`config.mk`:
```
export PLATFORM = sky130hd
export DESIGN_NAME = adcsp_port
export DESIGN_NICKNAME = d
export VERILOG_FILES = /design/src/hw/adcsp_pkg.sv /design/src/hw/adcsp_port.sv
export SDC_FILE = /design/constraint.sdc
export NUM_CORES = 1
export LEC_CHECK = 0
export BUFFER_PORTS_ARGS = -buffer_cell sky130_fd_sc_hd__buf_4
export CAP_MARGIN = 20
export CORE_UTILIZATION = 57
export CTS_BUF_LIST = sky130_fd_sc_hd__clkbuf_4 sky130_fd_sc_hd__clkbuf_8
export DETAILED_ROUTE_END_ITERATION = 12
export PLACE_DENSITY = 0.76
export SYNTH_ARGS = -nofsm -noshare
export SYNTH_HDL_FRONTEND = slang
export SYNTH_SLANG_ARGS = --single-unit
```
`constraint.sdc`:
```
create_clock -name clk_sys -period 2.1 [get_ports clk_sys]
set_clock_uncertainty 0.1 [all_clocks]
set_input_delay 0 -clock clk_sys [delete_from_list [all_inputs] [get_ports clk_sys]]
set_output_delay 0 -clock clk_sys [all_outputs]
set_load 0.01 [all_outputs]
```
`src/hw/adcsp_pkg.sv`:
```
// constants shared by the serial conversion port and its result buffer
package adcsp_pkg;

	// ------------------------------------------------------------
	// clock and conversion timing
	// ------------------------------------------------------------
	localparam int CLK_MHZ      = 100;                       // clk_sys rate
	localparam int CONVERT_REQUEST_TYP_NS  = 2750;                      // typical conversion_time
	localparam int CONVERT_REQUEST_MAX_NS  = 3200;                      // longest conversion_time
	// longest time, so round down
	localparam int CONVERT_REQUEST_MAX_CYC = (CONVERT_REQUEST_MAX_NS * CLK_MHZ) / 1000;
	// the block finishes at the typical time, well inside the limit
	localparam int CONVERT_REQUEST_TYP_CYC = (CONVERT_REQUEST_TYP_NS * CLK_MHZ) / 1000;
	localparam int CONVERT_REQUEST_CNT_W   = 9;                         // holds up to CONVERT_REQUEST_MAX_CYC
	localparam logic [CONVERT_REQUEST_CNT_W-1:0] CONVERT_REQUEST_LAST = CONVERT_REQUEST_CNT_W'(CONVERT_REQUEST_TYP_CYC - 1);
	localparam logic [CONVERT_REQUEST_CNT_W-1:0] RST_CONVERT_REQUEST_CNT = 9'h000;

	// ------------------------------------------------------------
	// word sizes and buffer
	// ------------------------------------------------------------
	localparam int RESULT_BITS  = 12;                        // result width, msb first
	localparam int CONFIG_BITS  = 2;                         // configuration word width
	localparam int FIFO_DEPTH   = 32;                        // result buffer depth
	localparam int CFG_SGL_POS  = 1;                         // single_ended_select bit
	localparam int CFG_POL_POS  = 0;                         // channel_polarity_select bit

	// ------------------------------------------------------------
	// reset values
	// ------------------------------------------------------------
	localparam logic [1:0]  RST_CFG     = 2'h2;              // single ended, channel zero
	localparam logic [1:0]  RST_CFG_CNT = 2'h0;
	localparam logic [11:0] RST_RESULT  = 12'h000;
	localparam logic [2:0]  RST_SYNC    = 3'h0;

	// ------------------------------------------------------------
	// multiplexer input codes
	// ------------------------------------------------------------
	localparam logic [1:0]  MUX_CH0     = 2'h0;              // analog_channel_zero
	localparam logic [1:0]  MUX_CH1     = 2'h1;              // analog_channel_one
	localparam logic [1:0]  MUX_GND     = 2'h2;              // ground

endpackage : adcsp_pkg

```
`src/hw/adcsp_port.sv`:
```
// serial conversion port of a sampling converter, with its result buffer
`timescale 1ns/1ps

// ------------------------------------------------------------
// result buffer
// ------------------------------------------------------------
module adcsp_fifo #(
	parameter int WIDTH = 12,
	parameter int DEPTH = 32
) (
	// clock and reset
	input  wire logic             clk_sys,
	input  wire logic             rst_n,
	// filling side
	input  wire logic [WIDTH-1:0] in_data,
	input  wire logic             in_valid,
	output logic                  in_ready,
	// draining side
	output logic [WIDTH-1:0]      out_data,
	output logic                  out_valid,
	input  wire logic             out_ready
);
	localparam int AW = $clog2(DEPTH);

	logic [WIDTH-1:0] mem [DEPTH];              // storage words
	logic [AW-1:0]    wr_ptr;                   // next slot to write
	logic [AW-1:0]    rd_ptr;                   // oldest word
	logic [AW:0]      count;                    // words held
	logic [AW-1:0]    next_wr_ptr;
	logic [AW-1:0]    next_rd_ptr;
	logic [AW:0]      next_count;
	logic             push;
	logic             pop;

	// flags are registered so both ready and valid come from flops
	always_comb
	begin
		push        = in_valid & in_ready;
		pop         = out_valid & out_ready;
		next_wr_ptr = push ? AW'(wr_ptr + 1'b1) : wr_ptr;
		next_rd_ptr = pop ? AW'(rd_ptr + 1'b1) : rd_ptr;
		next_count  = count;
		if (push & ~pop)
		begin
			next_count = (AW+1)'(count + 1'b1);
		end
		else if (pop & ~push)
		begin
			next_count = (AW+1)'(count - 1'b1);
		end
	end

	// pointers, count and flags
	always_ff @(posedge clk_sys or negedge rst_n)
	begin
		if (!rst_n)
		begin
			wr_ptr    <= '0;
			rd_ptr    <= '0;
			count     <= '0;
			in_ready  <= 1'b1;
			out_valid <= 1'b0;
		end
		else
		begin
			wr_ptr    <= next_wr_ptr;
			rd_ptr    <= next_rd_ptr;
			count     <= next_count;
			in_ready  <= next_count != (AW+1)'(DEPTH);
			out_valid <= next_count != '0;
		end
	end

	// storage has no reset; only written slots are ever read
	always_ff @(posedge clk_sys)
	begin
		if (push)
		begin
			mem[wr_ptr] <= in_data;
		end
	end

	assign out_data = mem[rd_ptr];

endmodule : adcsp_fifo

// ------------------------------------------------------------
// conversion port
// ------------------------------------------------------------
// Notes on behaviour
// RULE_01 - rising convert request starts a conversion
// RULE_02 - conversion ends within 3.2 us
// RULE_03 - request still high after conversion: sleep
// RULE_04 - result driver enabled while request is low
// RULE_05 - result pin released after request rises
// RULE_06 - result shifted out paced by shift clock
// RULE_07 - two-channel part takes serial configuration word
// RULE_08 - host allows 12 or 10 clock sampling
// RULE_09 - host holds request high for conversion time
// RULE_10 - host keeps request low 12 clocks
// RULE_11 - data changes on falling, captured rising
// RULE_12 - two config bits after fall, rest ignored
// RULE_13 - zeros follow once result is sent
// RULE_14 - config word selects single-ended or differential inputs
// RULE_15 - result sent most significant bit first
// RULE_16 - host shift clock at most 20 MHz
module adcsp_port #(
	parameter bit TWO_CHANNEL = 1'b1,           // 1: two-channel variant with config input
	parameter int DEPTH       = adcsp_pkg::FIFO_DEPTH
) (
	// clock and reset
	input  wire logic        clk_sys,
	input  wire logic        rst_n,
	// serial pins
	input  wire logic        convert_request,
	input  wire logic        shift_clock,
	input  wire logic        serial_config_in,
	output logic             serial_result_out,
	output logic             serial_result_oe_n,
	// converter core results
	input  wire logic [11:0] sample_data,
	input  wire logic        sample_valid,
	output logic             sample_ready,
	// converter core control
	output logic             convert_request_start,
	output logic             converting,
	output logic             sleep_mode,
	output logic [1:0]       mux_plus_sel,
	output logic [1:0]       mux_minus_sel
);
	typedef enum logic [2:0] {
		ST_SAMPLE  = 3'h1,                      // request low, shifting
		ST_CONVERT = 3'h2,                      // timed conversion
		ST_SLEEP   = 3'h4                       // done, request still high
	} adcsp_state_t;

	// decode {single_ended_select, channel_polarity_select} into input pair
	function automatic logic [3:0] adcsp_mux(input logic [1:0] cfg);
		logic sgl;
		logic pol;
		sgl = cfg[adcsp_pkg::CFG_SGL_POS];
		pol = cfg[adcsp_pkg::CFG_POL_POS];
		if (sgl)
		begin
			adcsp_mux = {pol ? adcsp_pkg::MUX_CH1 : adcsp_pkg::MUX_CH0, adcsp_pkg::MUX_GND};
		end
		else
		begin
			adcsp_mux = pol ? {adcsp_pkg::MUX_CH1, adcsp_pkg::MUX_CH0}
			                : {adcsp_pkg::MUX_CH0, adcsp_pkg::MUX_CH1};
		end
	endfunction : adcsp_mux

	// ------------------------------------------------------------
	// pin synchronisers
	// ------------------------------------------------------------
	logic [2:0] convert_request_sync;                      // three-stage chain, request
	logic [2:0] sck_sync;                       // three-stage chain, shift clock
	logic [2:0] sdi_sync;                       // three-stage chain, config data
	logic       convert_request_lvl;                       // filtered levels
	logic       sck_lvl;
	logic       sdi_lvl;
	logic       next_convert_request_lvl;
	logic       next_sck_lvl;
	logic       next_sdi_lvl;
	logic       convert_request_rise;
	logic       convert_request_fall;
	logic       sck_rise;
	logic       sck_fall;

	// a level moves only when stages two and three agree; stage one feeds stage two only
	always_comb
	begin
		next_convert_request_lvl = (convert_request_sync[1] == convert_request_sync[2]) ? convert_request_sync[2] : convert_request_lvl;
		next_sck_lvl  = (sck_sync[1] == sck_sync[2]) ? sck_sync[2] : sck_lvl;
		next_sdi_lvl  = (sdi_sync[1] == sdi_sync[2]) ? sdi_sync[2] : sdi_lvl;
		convert_request_rise     = next_convert_request_lvl & ~convert_request_lvl;
		convert_request_fall     = ~next_convert_request_lvl & convert_request_lvl;
		sck_rise      = next_sck_lvl & ~sck_lvl;
		sck_fall      = ~next_sck_lvl & sck_lvl;
	end

	// synchroniser flops; 125 ns link clock leaves ample samples per phase
	always_ff @(posedge clk_sys or negedge rst_n)
	begin
		if (!rst_n)
		begin
			convert_request_sync <= adcsp_pkg::RST_SYNC;
			sck_sync  <= adcsp_pkg::RST_SYNC;
			sdi_sync  <= adcsp_pkg::RST_SYNC;
			convert_request_lvl  <= 1'b0;
			sck_lvl   <= 1'b0;
			sdi_lvl   <= 1'b0;
		end
		else
		begin
			convert_request_sync <= {convert_request_sync[1:0], convert_request};
			sck_sync  <= {sck_sync[1:0], shift_clock};
			sdi_sync  <= {sdi_sync[1:0], serial_config_in};
			convert_request_lvl  <= next_convert_request_lvl;
			sck_lvl   <= next_sck_lvl;
			sdi_lvl   <= next_sdi_lvl;
		end
	end

	// ------------------------------------------------------------
	// result buffer between core and serial port
	// ------------------------------------------------------------
	logic [11:0] head_data;                     // oldest buffered result
	logic        head_valid;
	logic        head_pop;                      // taken at end of conversion

	adcsp_fifo #(
		.WIDTH (adcsp_pkg::RESULT_BITS),
		.DEPTH (DEPTH)
	) u_fifo (
		.clk_sys   (clk_sys),
		.rst_n     (rst_n),
		.in_data   (sample_data),
		.in_valid  (sample_valid),
		.in_ready  (sample_ready),
		.out_data  (head_data),
		.out_valid (head_valid),
		.out_ready (head_pop)
	);

	// ------------------------------------------------------------
	// conversion sequencer and shifter
	// ------------------------------------------------------------
	adcsp_state_t                       state;
	adcsp_state_t                       next_state;
	logic [adcsp_pkg::CONVERT_REQUEST_CNT_W-1:0]   convert_request_cnt;        // cycles into conversion
	logic [adcsp_pkg::CONVERT_REQUEST_CNT_W-1:0]   next_convert_request_cnt;
	logic [11:0]                        result;          // last finished result
	logic [11:0]                        next_result;
	logic [11:0]                        shreg;           // outgoing bits, msb on the pin
	logic [11:0]                        next_shreg;
	logic [1:0]                         cfg;             // captured configuration word
	logic [1:0]                         next_cfg;
	logic [1:0]                         cfg_cnt;         // config bits taken this cycle
	logic [1:0]                         next_cfg_cnt;
	logic [3:0]                         mux_pair;
	logic                               next_oe_n;
	logic                               next_start;

	// next-state and datapath
	always_comb
	begin
		next_state    = state;
		next_convert_request_cnt = convert_request_cnt;
		next_result   = result;
		next_shreg    = shreg;
		next_cfg      = cfg;
		next_cfg_cnt  = cfg_cnt;
		next_oe_n     = serial_result_oe_n;
		next_start    = 1'b0;
		head_pop      = 1'b0;
		unique case (state)
			ST_SAMPLE:
			begin
				if (convert_request_rise)
				begin
					// start converting and let go of the pin
					next_state    = ST_CONVERT;                              // see RULE_01
					next_start    = 1'b1;
					next_convert_request_cnt = adcsp_pkg::RST_CONVERT_REQUEST_CNT;
					next_oe_n     = 1'b1;                                    // see RULE_05
				end
				else
				begin
					next_oe_n = 1'b0;                                        // see RULE_04
					// falling shift clock moves the next bit out, zeros behind it
					if (sck_fall)
					begin
						next_shreg = {shreg[10:0], 1'b0};                    // see RULE_06, RULE_11, RULE_13
					end
					// only the first two rising edges carry configuration
					if (TWO_CHANNEL && sck_rise && cfg_cnt != 2'(adcsp_pkg::CONFIG_BITS))
					begin
						next_cfg     = {cfg[0], sdi_lvl};                    // see RULE_07, RULE_12
						next_cfg_cnt = 2'(cfg_cnt + 1'b1);
					end
				end
			end
			ST_CONVERT:
			begin
				if (convert_request_fall)
				begin
					// request dropped early: serve the previous result
					next_state = ST_SAMPLE;
					next_shreg = result;
					next_oe_n  = 1'b0;
					next_cfg_cnt = adcsp_pkg::RST_CFG_CNT;
				end
				else if (convert_request_cnt == adcsp_pkg::CONVERT_REQUEST_LAST)
				begin
					// finished at the typical time; an empty buffer yields zero
					next_state  = ST_SLEEP;                                  // see RULE_02, RULE_03
					head_pop    = head_valid;
					next_result = head_valid ? head_data : adcsp_pkg::RST_RESULT;
				end
				else
				begin
					next_convert_request_cnt = adcsp_pkg::CONVERT_REQUEST_CNT_W'(convert_request_cnt + 1'b1);
				end
			end
			ST_SLEEP:
			begin
				if (convert_request_fall)
				begin
					// wake, drive the pin with the msb already in place
					next_state   = ST_SAMPLE;
					next_shreg   = result;                                   // see RULE_15
					next_oe_n    = 1'b0;                                     // see RULE_04
					next_cfg_cnt = adcsp_pkg::RST_CFG_CNT;
				end
			end
		endcase
	end

	// sequencer registers; the pin starts released as if request were high
	always_ff @(posedge clk_sys or negedge rst_n)
	begin
		if (!rst_n)
		begin
			state              <= ST_SLEEP;
			convert_request_cnt           <= adcsp_pkg::RST_CONVERT_REQUEST_CNT;
			result             <= adcsp_pkg::RST_RESULT;
			shreg              <= adcsp_pkg::RST_RESULT;
			cfg                <= adcsp_pkg::RST_CFG;
			cfg_cnt            <= adcsp_pkg::RST_CFG_CNT;
			serial_result_oe_n <= 1'b1;
			convert_request_start         <= 1'b0;
		end
		else
		begin
			state              <= next_state;
			convert_request_cnt           <= next_convert_request_cnt;
			result             <= next_result;
			shreg              <= next_shreg;
			cfg                <= next_cfg;
			cfg_cnt            <= next_cfg_cnt;
			serial_result_oe_n <= next_oe_n;
			convert_request_start         <= next_start;
		end
	end

	// ------------------------------------------------------------
	// registered outputs
	// ------------------------------------------------------------
	always_comb
	begin
		// single-channel part measures its fixed pair
		mux_pair = TWO_CHANNEL ? adcsp_mux(next_cfg) : {adcsp_pkg::MUX_CH0, adcsp_pkg::MUX_CH1};  // see RULE_14
	end

	// status and multiplexer lines, one flop each
	always_ff @(posedge clk_sys or negedge rst_n)
	begin
		if (!rst_n)
		begin
			serial_result_out <= 1'b0;
			converting        <= 1'b0;
			sleep_mode        <= 1'b1;
			mux_plus_sel      <= adcsp_pkg::MUX_CH0;
			// one-channel part resets to its fixed pair, so its mux never moves
			mux_minus_sel     <= TWO_CHANNEL ? adcsp_pkg::MUX_GND : adcsp_pkg::MUX_CH1;
		end
		else
		begin
			serial_result_out <= next_shreg[11];                             // see RULE_15
			converting        <= next_state == ST_CONVERT;
			sleep_mode        <= next_state == ST_SLEEP;                     // see RULE_03
			mux_plus_sel      <= mux_pair[3:2];
			mux_minus_sel     <= mux_pair[1:0];
		end
	end

endmodule : adcsp_port

```
# --- Word level (Yosys, flattened, before mapping) ---
# Memory sizes are Yosys's and may differ from the RTL's.
# Index checks and enable logic that the tools add are counted.
op_classes:
  addsub: 6
  n_eq_ne: 18
  mux: 37
  n_bitwise: 15
  n_reduce_logical: 8
op_table:
  columns: ["cell", "count"]
  rows:
  - ["two-way mux 12 bit", 4]
  - ["two-way mux 9 bit", 3]
  - ["one-hot mux 12 bit (2 select lines)", 1]
  - ["two-way mux 3 bit", 6]
  - ["one-hot mux 9 bit (2 select lines)", 1]
  - ["inequality test 2 bit (second input constant)", 7]
  - ["two-way mux 2 bit", 6]
  - ["two-way mux 6 bit", 2]
  - ["two-way mux 1 bit", 11]
  - ["adder 5 x 1 -> 5 bit (second input constant)", 2]
  - ["adder 9 x 1 -> 9 bit (second input constant)", 1]
  - ["== test 9 bit (second input constant)", 1]
  - ["one-hot mux 3 bit (3 select lines)", 1]
  - ["AND reduction 3 bit", 3]
  - ["AND 1 bit", 8]
  - ["NOT 1 bit", 7]
  - ["adder 6 x 1 -> 6 bit (second input constant)", 1]
  - ["== test 3 x 2 -> 1 bit (second input constant)", 2]
  - ["== test 3 bit (second input constant)", 2]
  - ["inequality test 6 bit (second input constant)", 1]
  - ["nonzero test 6 bit", 1]
  - ["subtractor 6 x 1 -> 6 bit (second input constant)", 1]
  - ["one-hot mux 2 bit (2 select lines)", 1]
  - ["AND reduction 4 bit", 1]
  - ["other kinds (8)", 10]
word_totals:
  register_bits: 78
  mem_bits_rw: 384
  inputBits: 18
  output_inout_bits: 10
  word_cells: 109
  n_memories: 1
memory_table:
  columns: ["name", "depth", "width", "rd", "rd_ports_with_merged_regs", "wr", "line_no", "text"]
  rows:
  - ["u_fifo.mem", 32, 12, 1, 0, 1, "adcsp_port.sv:25", "logic [WIDTH-1:0] mem [DEPTH];"]

# --- Longest topological paths before layout ---
# Gate-level depths: netlist of run 1.
depth:
  word_depth: 11
  mapped_depth: 9
  mapped_depth_nobuf: 8

# --- By module ---
# From an unflattened synthesis of run 1, not the netlist that was laid out.
hier_totals:
  hier_cells: 1160
  area_unflattened_um2: 18531.5
by_module_without_submodules:
  columns: ["module", "instances", "cells_each", "area_each_um2", "seq_area_each_um2"]
  rows:
  - ["adcsp_fifo", 1, 925, 15906.5, 11982.7]
  - ["adcsp_port", 1, 235, 2625.0, 1431.4]

# --- Worst setup path after synthesis of run 1 ---
# Ideal clock, no wire load.
synth_path:
  path_kind: "reg-to-reg"
  startpoint: "reg u_fifo.in_ready"
  endpoint: "mem u_fifo.mem[11][0], enable pin"
  setup_ns: 0.380
  arrival_time_ns: 1.829
  t_required_ns: 1.620
  path_slack_ns: -0.210
  path_stages_with_launch: 6
  path_buffers: 2
  synth_period_minus_slack_ns: 2.310
  cell_sequence: "dfstp_2 -> and2_1 -> clkbuf_1 -> nand2_1 -> clkbuf_1 -> nor2_1"
synth_via:
  elab_chain_len: 3
synth_rtl:
  columns: ["element", "line_no", "text"]
  rows:
  - ["from (decl)", "adcsp_port.sv:17", "output logic in_ready,"]
  - ["from (signal assigned)", "adcsp_port.sv:69", "in_ready <= next_count != (AW+1)'(DEPTH);"]
  - ["AND 1 bit", "adcsp_port.sv:38", "push = in_valid & in_ready;"]
  - ["two-way mux 1 bit", "adcsp_port.sv:77", "if (push)"]
  - ["two-way mux 1 bit (implied by the code)", "adcsp_port.sv:79", "mem[wr_ptr] <= in_data;"]
  - ["to (decl)", "adcsp_port.sv:25", null]
# Every way passes these cells.

# --- Worst setup path in the final report of run 1 ---
layout_path:
  startpoint: "reg u_fifo.rd_ptr[1]"
  endpoint: "reg result[1]"
layout_via:
  elab_chain_len: 2
layout_rtl:
  columns: ["element", "line_no", "text"]
  rows:
  - ["from (decl)", "adcsp_port.sv:27", "logic [AW-1:0] rd_ptr;"]
  - ["from (signal assigned)", "adcsp_port.sv:67", "rd_ptr <= next_rd_ptr;"]
  - ["memory read (32 x 12 bit)", null, null]
  - ["two-way mux 12 bit", "adcsp_port.sv:300", "next_result = head_valid ? head_data : adcsp_pkg::RST_RESULT;"]
  - ["to (signal assigned)", "adcsp_port.sv:328", "result <= adcsp_pkg::RST_RESULT;"]
  - ["to (signal assigned)", "adcsp_port.sv:339", "result <= next_result;"]
  - ["to (decl)", "adcsp_port.sv:234", "logic [11:0] result;"]
# Every way passes these cells.
# A chain may end at the register's enable or synchronous reset.

==> results of run 1 <==
cells in the mapped netlist (all sizes together), types with 7 or more instances:
cell type / number
edfxtp: 384
dfrtp: 70
mux2: 20
inv: 10
a221o: 18
ha: 10
xnor2: 15
nand4: 7
nand3: 9
nor2: 65
a32o: 12
clkbuf: 20
mux2i: 68
nand2: 26
o21ai: 16
nor3: 7
mux4: 72
a21oi: 26
o221ai: 24
buf: 31
cell type report:
type | instances | area, sq um
clock buffers | 104 | 1260
well taps | 402 | 503
flip-flops and latches | 459 | 13400
repair buffers | 184 | 1900
multi-input cells | 448 | 4730
inverters | 10 | 37.5
clock inverters | 26 | 186
fillers | 1899 | 9430
per-layer routing:
metal  wire (um)  vias to the layer above  track usage  share of wire
li1            -                     4348            -              -
met1       16000                     5139        0.342           0.40
met2       19600                      495        0.393           0.49
met3        3060                       96       0.0463          0.076
met4        1560                        0        0.114          0.039
met5           0                        -            0              0
cells in the final DEF (no fill, tap or decap), types with 5 or more instances in the layout:
cell type      count
edfxtp_1         384
buf_4            120
clkbuf_8          77
mux4_2            71
dfrtp_1           67
nor2_1            56
mux2i_1           55
clkbuf_4          27
buf_12            26
a21oi_1           25
nand2_1           23
dlygate4sd3_1     21
a221o_1           18
xnor2_1           15
o221ai_1          15
mux2_4            12
a32o_1            12
buf_6             11
o21ai_0           10
clkinv_2          10
inv_1              9
nand3_1            9
nor2_2             9
mux2i_4            9
o221ai_2           9
ha_1               9
clkinv_1           9
mux2_2             8
nand4_1            7
nor3_1             7
o21ai_2            6
nand3b_1           5
dfstp_2            5
power by group:
part           leakage, nW  internal [W]  switching (W)  total (W)
clock                0.780       0.00405        0.00342    0.00747
sequential            4.39        0.0107       0.000404     0.0111
combinational         2.33       0.00111        0.00158    0.00269
cells by family (layout without fill, tap and decap cells):
group / count (synthesis) / after routing / synth area share
DFF: 459 / 459 / 0.738
muxes: 160 / 160 / 0.142
and+or+nand+nor: 146 / 146 / 0.0404
AOI/OAI and AO/OA: 110 / 110 / 0.0461
buffers and inverters: 61 / 324 / 0.0169
xor gates and xnor gates: 19 / 19 / 0.00915
adders and majority gates: 12 / 12 / 0.00798
other: 1 / 1 / 0.000206
worst max-delay path, cell delays in order, from the launching register on:
cell and delay, ns:
dfrtp_4 0.52, buf_12 0.17, buf_6 0.11, mux4_2 0.49, mux2_4 0.28, a221o_1 0.29, a32o_1 0.25
registers in the layout (all words and copies together) (netlist names), 5 cells and up:
signal and count:
convert_request_cnt 9, result 12, shreg 12, u_fifo.count 6, u_fifo.mem 384, u_fifo.rd_ptr 5
u_fifo.wr_ptr 5
worst max path at each step:
stage / startpoint / end / slack, ns / cells past startpoint
floorplan: u_fifo.in_ready$_DFF_PN1_ / u_fifo.mem[28][0]$_DFFE_PP_ / -0.12 / 4
global placement: u_fifo.rd_ptr[0]$_DFFE_PN0P_ / result[8]$_DFFE_PN0P_ / -0.34 / 6
detailed placement: u_fifo.rd_ptr[0]$_DFFE_PN0P_ / result[0]$_DFFE_PN0P_ / -0.38 / 6
CTS: u_fifo.rd_ptr[1]$_DFFE_PN0P_ / result[11]$_DFFE_PN0P_ / -0.22 / 6
global route: convert_request_cnt[0]$_DFFE_PN0P_ / u_fifo.out_valid$_DFF_PN0_ / -0.30 / 9
finish: u_fifo.rd_ptr[1]$_DFFE_PN0P_ / result[1]$_DFFE_PN0P_ / -0.22 / 6
metrics by stage:
| step | hold slack [ns] | utilization | instance area [sq um] | total power (W) |
|---|---|---|---|---|
| 2_1_floorplan | -0.396 | - | 18200 | 0.0126 |
| 3_3_place_gp | -0.0554 | 0.630 | 19800 | 0.0136 |
| 3_5_place_dp | -0.0559 | 0.630 | 19800 | 0.0137 |
| 4_1_cts | 0.249 | 0.692 | 21800 | 0.0212 |
| 5_1_grt | 0.268 | 0.700 | 22000 | 0.0220 |
| 6_report | 0.248 | 0.700 | 22000 | 0.0212 |
timing repair:
item	in CTS	in global routing
hold buffers	21	0
pin swaps	18	6
gates resized for setup	42	40
buffers inserted	11	3
setup endpoints to repair	323	118
endpoints found under the hold margin	465	0
gates cloned	1	2
==> results_dict.tcl, run 1 <==
set metrics [dict create \
    leakage_nw 7.50 \
    synth_area_sq_mm 0.0182 \
    vdd_drop_max_mv 0.601 \
    drv_slew 0 \
    clockBufferDepth 3 \
    place.gp.congestion 0.840 \
    firstDrtPassIters 5 \
    drt-vias-per-instance 6.17 \
    status "finished with violations" \
    ant_nets 0 \
    grt_max_degree 76 \
    grt_pass1_wl_mm 59.8 \
    critPathKind "register to register" \
    synth_edf_count 384 \
    maxCapViolations 0 \
    reg2reg_from "u_fifo.rd_ptr[1]$_DFFE_PN0P_" \
    hp-start "sdi_sync[0]$_DFF_PN0_" \
    violations "setup timing" \
    cts-root-buf "clkbuf_8" \
    grt_pass1_vias 10100 \
    startpoint_type "register" \
    antenna_found_initial 0 \
    io_pins 28 \
    max_freq_mhz 430 \
    synth_top_cells_by_area "edfxtp_1, dfrtp_1, mux4_2" \
    die_h_um 181 \
    die-area_sq_mm 0.0326 \
    avgRoutedWirePerCell_um 24.6 \
    area_growth_syn_to_layout_pct 21.2 \
    pwr_density_cell_mw_per_mm2 963 \
    netlist.area_leader.share 0.634 \
    fp-row-count 65 \
    dp_cells 1465 \
    drt_iter0_markers 883 \
    cts.clk_slew.worst_paths_ns 0.06 \
    path_max_fanout 8 \
    port_buffers 26 \
    setup_ws_ns -0.223 \
    min_period_over_period 1.11 \
    finalNetCount 1203 \
    whs_path_depth 0 \
    holdPathEnd "sdi_sync[1]$_DFF_PN0_" \
    ys_seq_area_frac 0.738 \
    grt_usage 0.249 \
    reg2reg_depth 6 \
    overflow 0 \
    setup_viol 14 \
    end_kind "register" \
    cts.sink_count 459 \
    setup_tns_ns -2.58 \
    hold_viol 0 \
    yosysTopAreaCell "edfxtp_1" \
    synth_cells 968 \
    arrival_ns 2.69 \
    drc 0 \
    ys_ff_latch 459 \
    rsz0062_at_grt "yes" \
    vias 10100 \
    ys_types 61 \
    hold_class "register to register" \
    start_util 0.578 \
    period_needed_ns 2.32 \
    worstReg2RegEnd "result[1]$_DFFE_PN0P_" \
    instances_no_fill 1633 \
    synth_ff_type "edfxtp_1" \
    reg2reg_slack_ns -0.22 \
    drive_above_1_share 0.359 \
    numCtsBuffers 72 \
    antenna_cells 0 \
    cp.required_ns 2.47 \
    hpwlAfterDp_mm 24.0 \
    yosys_warnings 0 \
    syn_nets 996 \
    ys_async_sr_fraction 0.163 \
    htreeDepth 3 \
    fp.dieW_um 181 \
    place_ws_ns -0.380 \
    cts_tree "yes" \
    avgSynthCellArea_sq_um 18.8 \
    drt_wl_total_mm 40.3 \
    coreArea_sq_mm 0.0315 \
    clk_latency_ns 0.59 \
]
(Power assumes the default switching activity.)
==> inputs of run 2 (changes only) <==
CELL_PAD_IN_SITES_DETAIL_PLACEMENT = 1   (was default)
CELL_PAD_IN_SITES_GLOBAL_PLACEMENT = 2   (was default)
CORE_UTILIZATION = 46   (was 57)
PLACE_DENSITY = default   (was 0.76)
PLACE_DENSITY_LB_ADDON = 0.1   (was default)
==> run 2 against run 1 <==
Net effect:
- the run still ends with setup timing left
- power grew 2.3%
- clock-buffer cell count rose by 9
- worst hold slack gained 0.0049 ns
- combinational power up 8.9%
- first-iteration DRC count decreased by 22%
- flip-flop and latch count stayed put
- cell area is 0.74% higher
==> results_dict.tcl, run 2 (same netlist as run 1, synthesis figures left out) <==
set metrics [dict create \
    status "finished with violations" \
    violations "setup timing" \
    dpl_cell_area_sq_mm 0.0200 \
    cpPeakStageDelay_ns 0.52 \
    ant_nets 0 \
    max_freq_mhz 435 \
    hold_viol 0 \
    fp.dieW_um 201 \
    reg2reg_from "u_fifo.rd_ptr[0]$_DFFE_PN0P_" \
    cp.required_ns 2.54 \
    numCtsBuffers 76 \
    finalPower_w 0.0217 \
    hpwlAfterDp_mm 27.0 \
    vias 9862 \
    setup_viol 15 \
    startpoint_type "register" \
    fillers 3455 \
    leakage_nw 7.46 \
    dp_cells 1575 \
    drt-vias-per-instance 5.66 \
    grt_pass1_vias 10600 \
    die-area_sq_mm 0.0403 \
    port_buffers 26 \
    drc 0 \
    crit_chain "buf_12 -> or3b_2 -> buf_12 -> o221ai_1 -> a221o_1 -> a32o_1" \
    arrival_ns 2.74 \
    design_area_sq_mm 0.0222 \
    grt_pass1_wl_mm 67.1 \
    min_period_over_period 1.09 \
    setup_ws_ns -0.199 \
    largest_reg_flops 384 \
    instances_no_fill 1743 \
    reg2reg_slack_ns -0.20 \
    slew_headroom 0.609 \
    cpMostUsedCell "buf_12" \
    pwr_density_cell_mw_per_mm2 978 \
    top_regs "u_fifo.mem x384, result x12, shreg x12" \
    wl_met1_mm 19.8 \
    worstReg2RegEnd "result[5]$_DFFE_PN0P_" \
    clk_latency_ns 0.62 \
    grt_usage 0.229 \
    p_sw_w 0.00552 \
    dr_wl_met3_mm 2.22 \
    die_h_um 201 \
    reg2reg_depth 6 \
    holdPathEnd "sdi_sync[1]$_DFF_PN0_" \
    p_int_w 0.0162 \
    rsz0062_at_grt "yes" \
    tightest_slew_ns 0.586 \
    drive_above_1_share 0.343 \
    comb_power_share 0.135 \
    antenna_found_initial 0 \
    setup_tns_ns -2.16 \
    avgRoutedWirePerCell_um 25.5 \
    seqPwrFrac 0.510 \
    cts.sink_count 459 \
    overflow 0 \
    antenna_cells 0 \
    htreeDepth 3 \
    switching_share 0.254 \
    cpMaxStageDelayCell "dfrtp_4" \
    final_common_cell "edfxtp_1" \
    clockBufferDepth 3 \
    grt_max_degree 33 \
    path_max_fanout 21 \
    end_kind "register" \
    period_needed_ns 2.30 \
    p_clk_frac 0.356 \
    finalNetCount 1195 \
    hp-start "sdi_sync[0]$_DFF_PN0_" \
    critPathKind "register to register" \
    io_pins 28 \
    maxCapViolations 0 \
    coreArea_sq_mm 0.0388 \
    firstDrtPassIters 5 \
    drt_iter0_markers 685 \
    place.gp.congestion 0.758 \
    whs_path_depth 0 \
    area_growth_syn_to_layout_pct 22.1 \
    vdd_drop_max_mv 0.489 \
    final_cell_mix "edfxtp_1, buf_4, clkbuf_8" \
    drt_wl_total_mm 44.5 \
    cts-root-buf "clkbuf_8" \
    cts.clk_slew.worst_paths_ns 0.06 \
    hold_class "register to register" \
    drv_slew 0 \
    fp-row-count 72 \
    cts_tree "yes" \
    start_util 0.468 \
    routed-wl-met2_mm 21.4 \
    largest-register "u_fifo.mem" \
    maxUsedRoutingLayer "met4" \
]
run 2: changes by cell type in the layout (fill, tap and decap cells not counted), sizes merged:
cell and delta:
o22ai +1, buf -14, bufbuf +3, clkbuf +7, inv -4, clkinvlp +1
run 2: area by class of cell:
cell class | instances | area (sq um) | area share
sequential | 459 | 13400 | 0.604
multi-input combinational | 449 | 4700 | 0.212
timing repair buffer | 171 | 1910 | 0.0858
clock buffer | 113 | 1370 | 0.0619
tap | 518 | 648 | 0.0292
clock inverter | 23 | 123 | 0.00552
inverter | 10 | 37.5 | 0.00169
run 2: timing repair:
action	CTS	global route
endpoints found under the setup margin	214	270
hold endpoints to repair	465	0
buffers inserted	3	3
gates resized for setup	35	31
pin swaps	5	9
gates cloned	3	1
hold buffers	22	0
run 2: worst max-delay path by stage:
stage | startpoint | end | slack (ns) | depth (start not counted)
floorplan | u_fifo.in_ready$_DFF_PN1_ | u_fifo.mem[28][0]$_DFFE_PP_ | -0.12 | 4
global placement | u_fifo.rd_ptr[0]$_DFFE_PN0P_ | result[10]$_DFFE_PN0P_ | -0.48 | 6
detailed placement | u_fifo.rd_ptr[0]$_DFFE_PN0P_ | result[10]$_DFFE_PN0P_ | -0.51 | 6
CTS | u_fifo.rd_ptr[0]$_DFFE_PN0P_ | result[4]$_DFFE_PN0P_ | -0.21 | 5
global route | u_fifo.rd_ptr[1]$_DFFE_PN0P_ | result[10]$_DFFE_PN0P_ | -0.27 | 8
finish | u_fifo.rd_ptr[0]$_DFFE_PN0P_ | result[5]$_DFFE_PN0P_ | -0.20 | 6
run 2: through the flow:
step,utilization,hold WS (ns),worst slack [ns]
floorplan,-,-0.396,-0.123
global placement,0.516,-0.0546,-0.483
detailed placement,0.516,-0.0582,-0.511
CTS,0.567,0.234,-0.210
global route,0.572,0.271,-0.267
finish,0.572,0.253,-0.199
run 2: worst max-delay path, delay by kind of cell, from the launching register on:
family	cells	cell delay [ns]
AOI/OAI and AO/OA	3	0.72
DFF	1	0.52
buffers and inverters	2	0.36
and+or+nand+nor	1	0.50
run 2: per-layer routing:
layer / track usage / up-vias
met5: 0 / -
met4: 0.0826 / 0
met3: 0.0432 / 73
met2: 0.362 / 240
met1: 0.320 / 5227
li1: - / 4322
run 2: power groups by stage:
stage / Combinational, W / Clock, W / Sequential [W]
after floorplan: 0.00146 / 0 / 0.0111
after global placement: 0.00266 / 0 / 0.0112
after detailed placement: 0.00274 / 0 / 0.0112
after CTS: 0.00281 / 0.00795 / 0.0111
after global routing: 0.00322 / 0.00830 / 0.0111
final: 0.00293 / 0.00772 / 0.0111
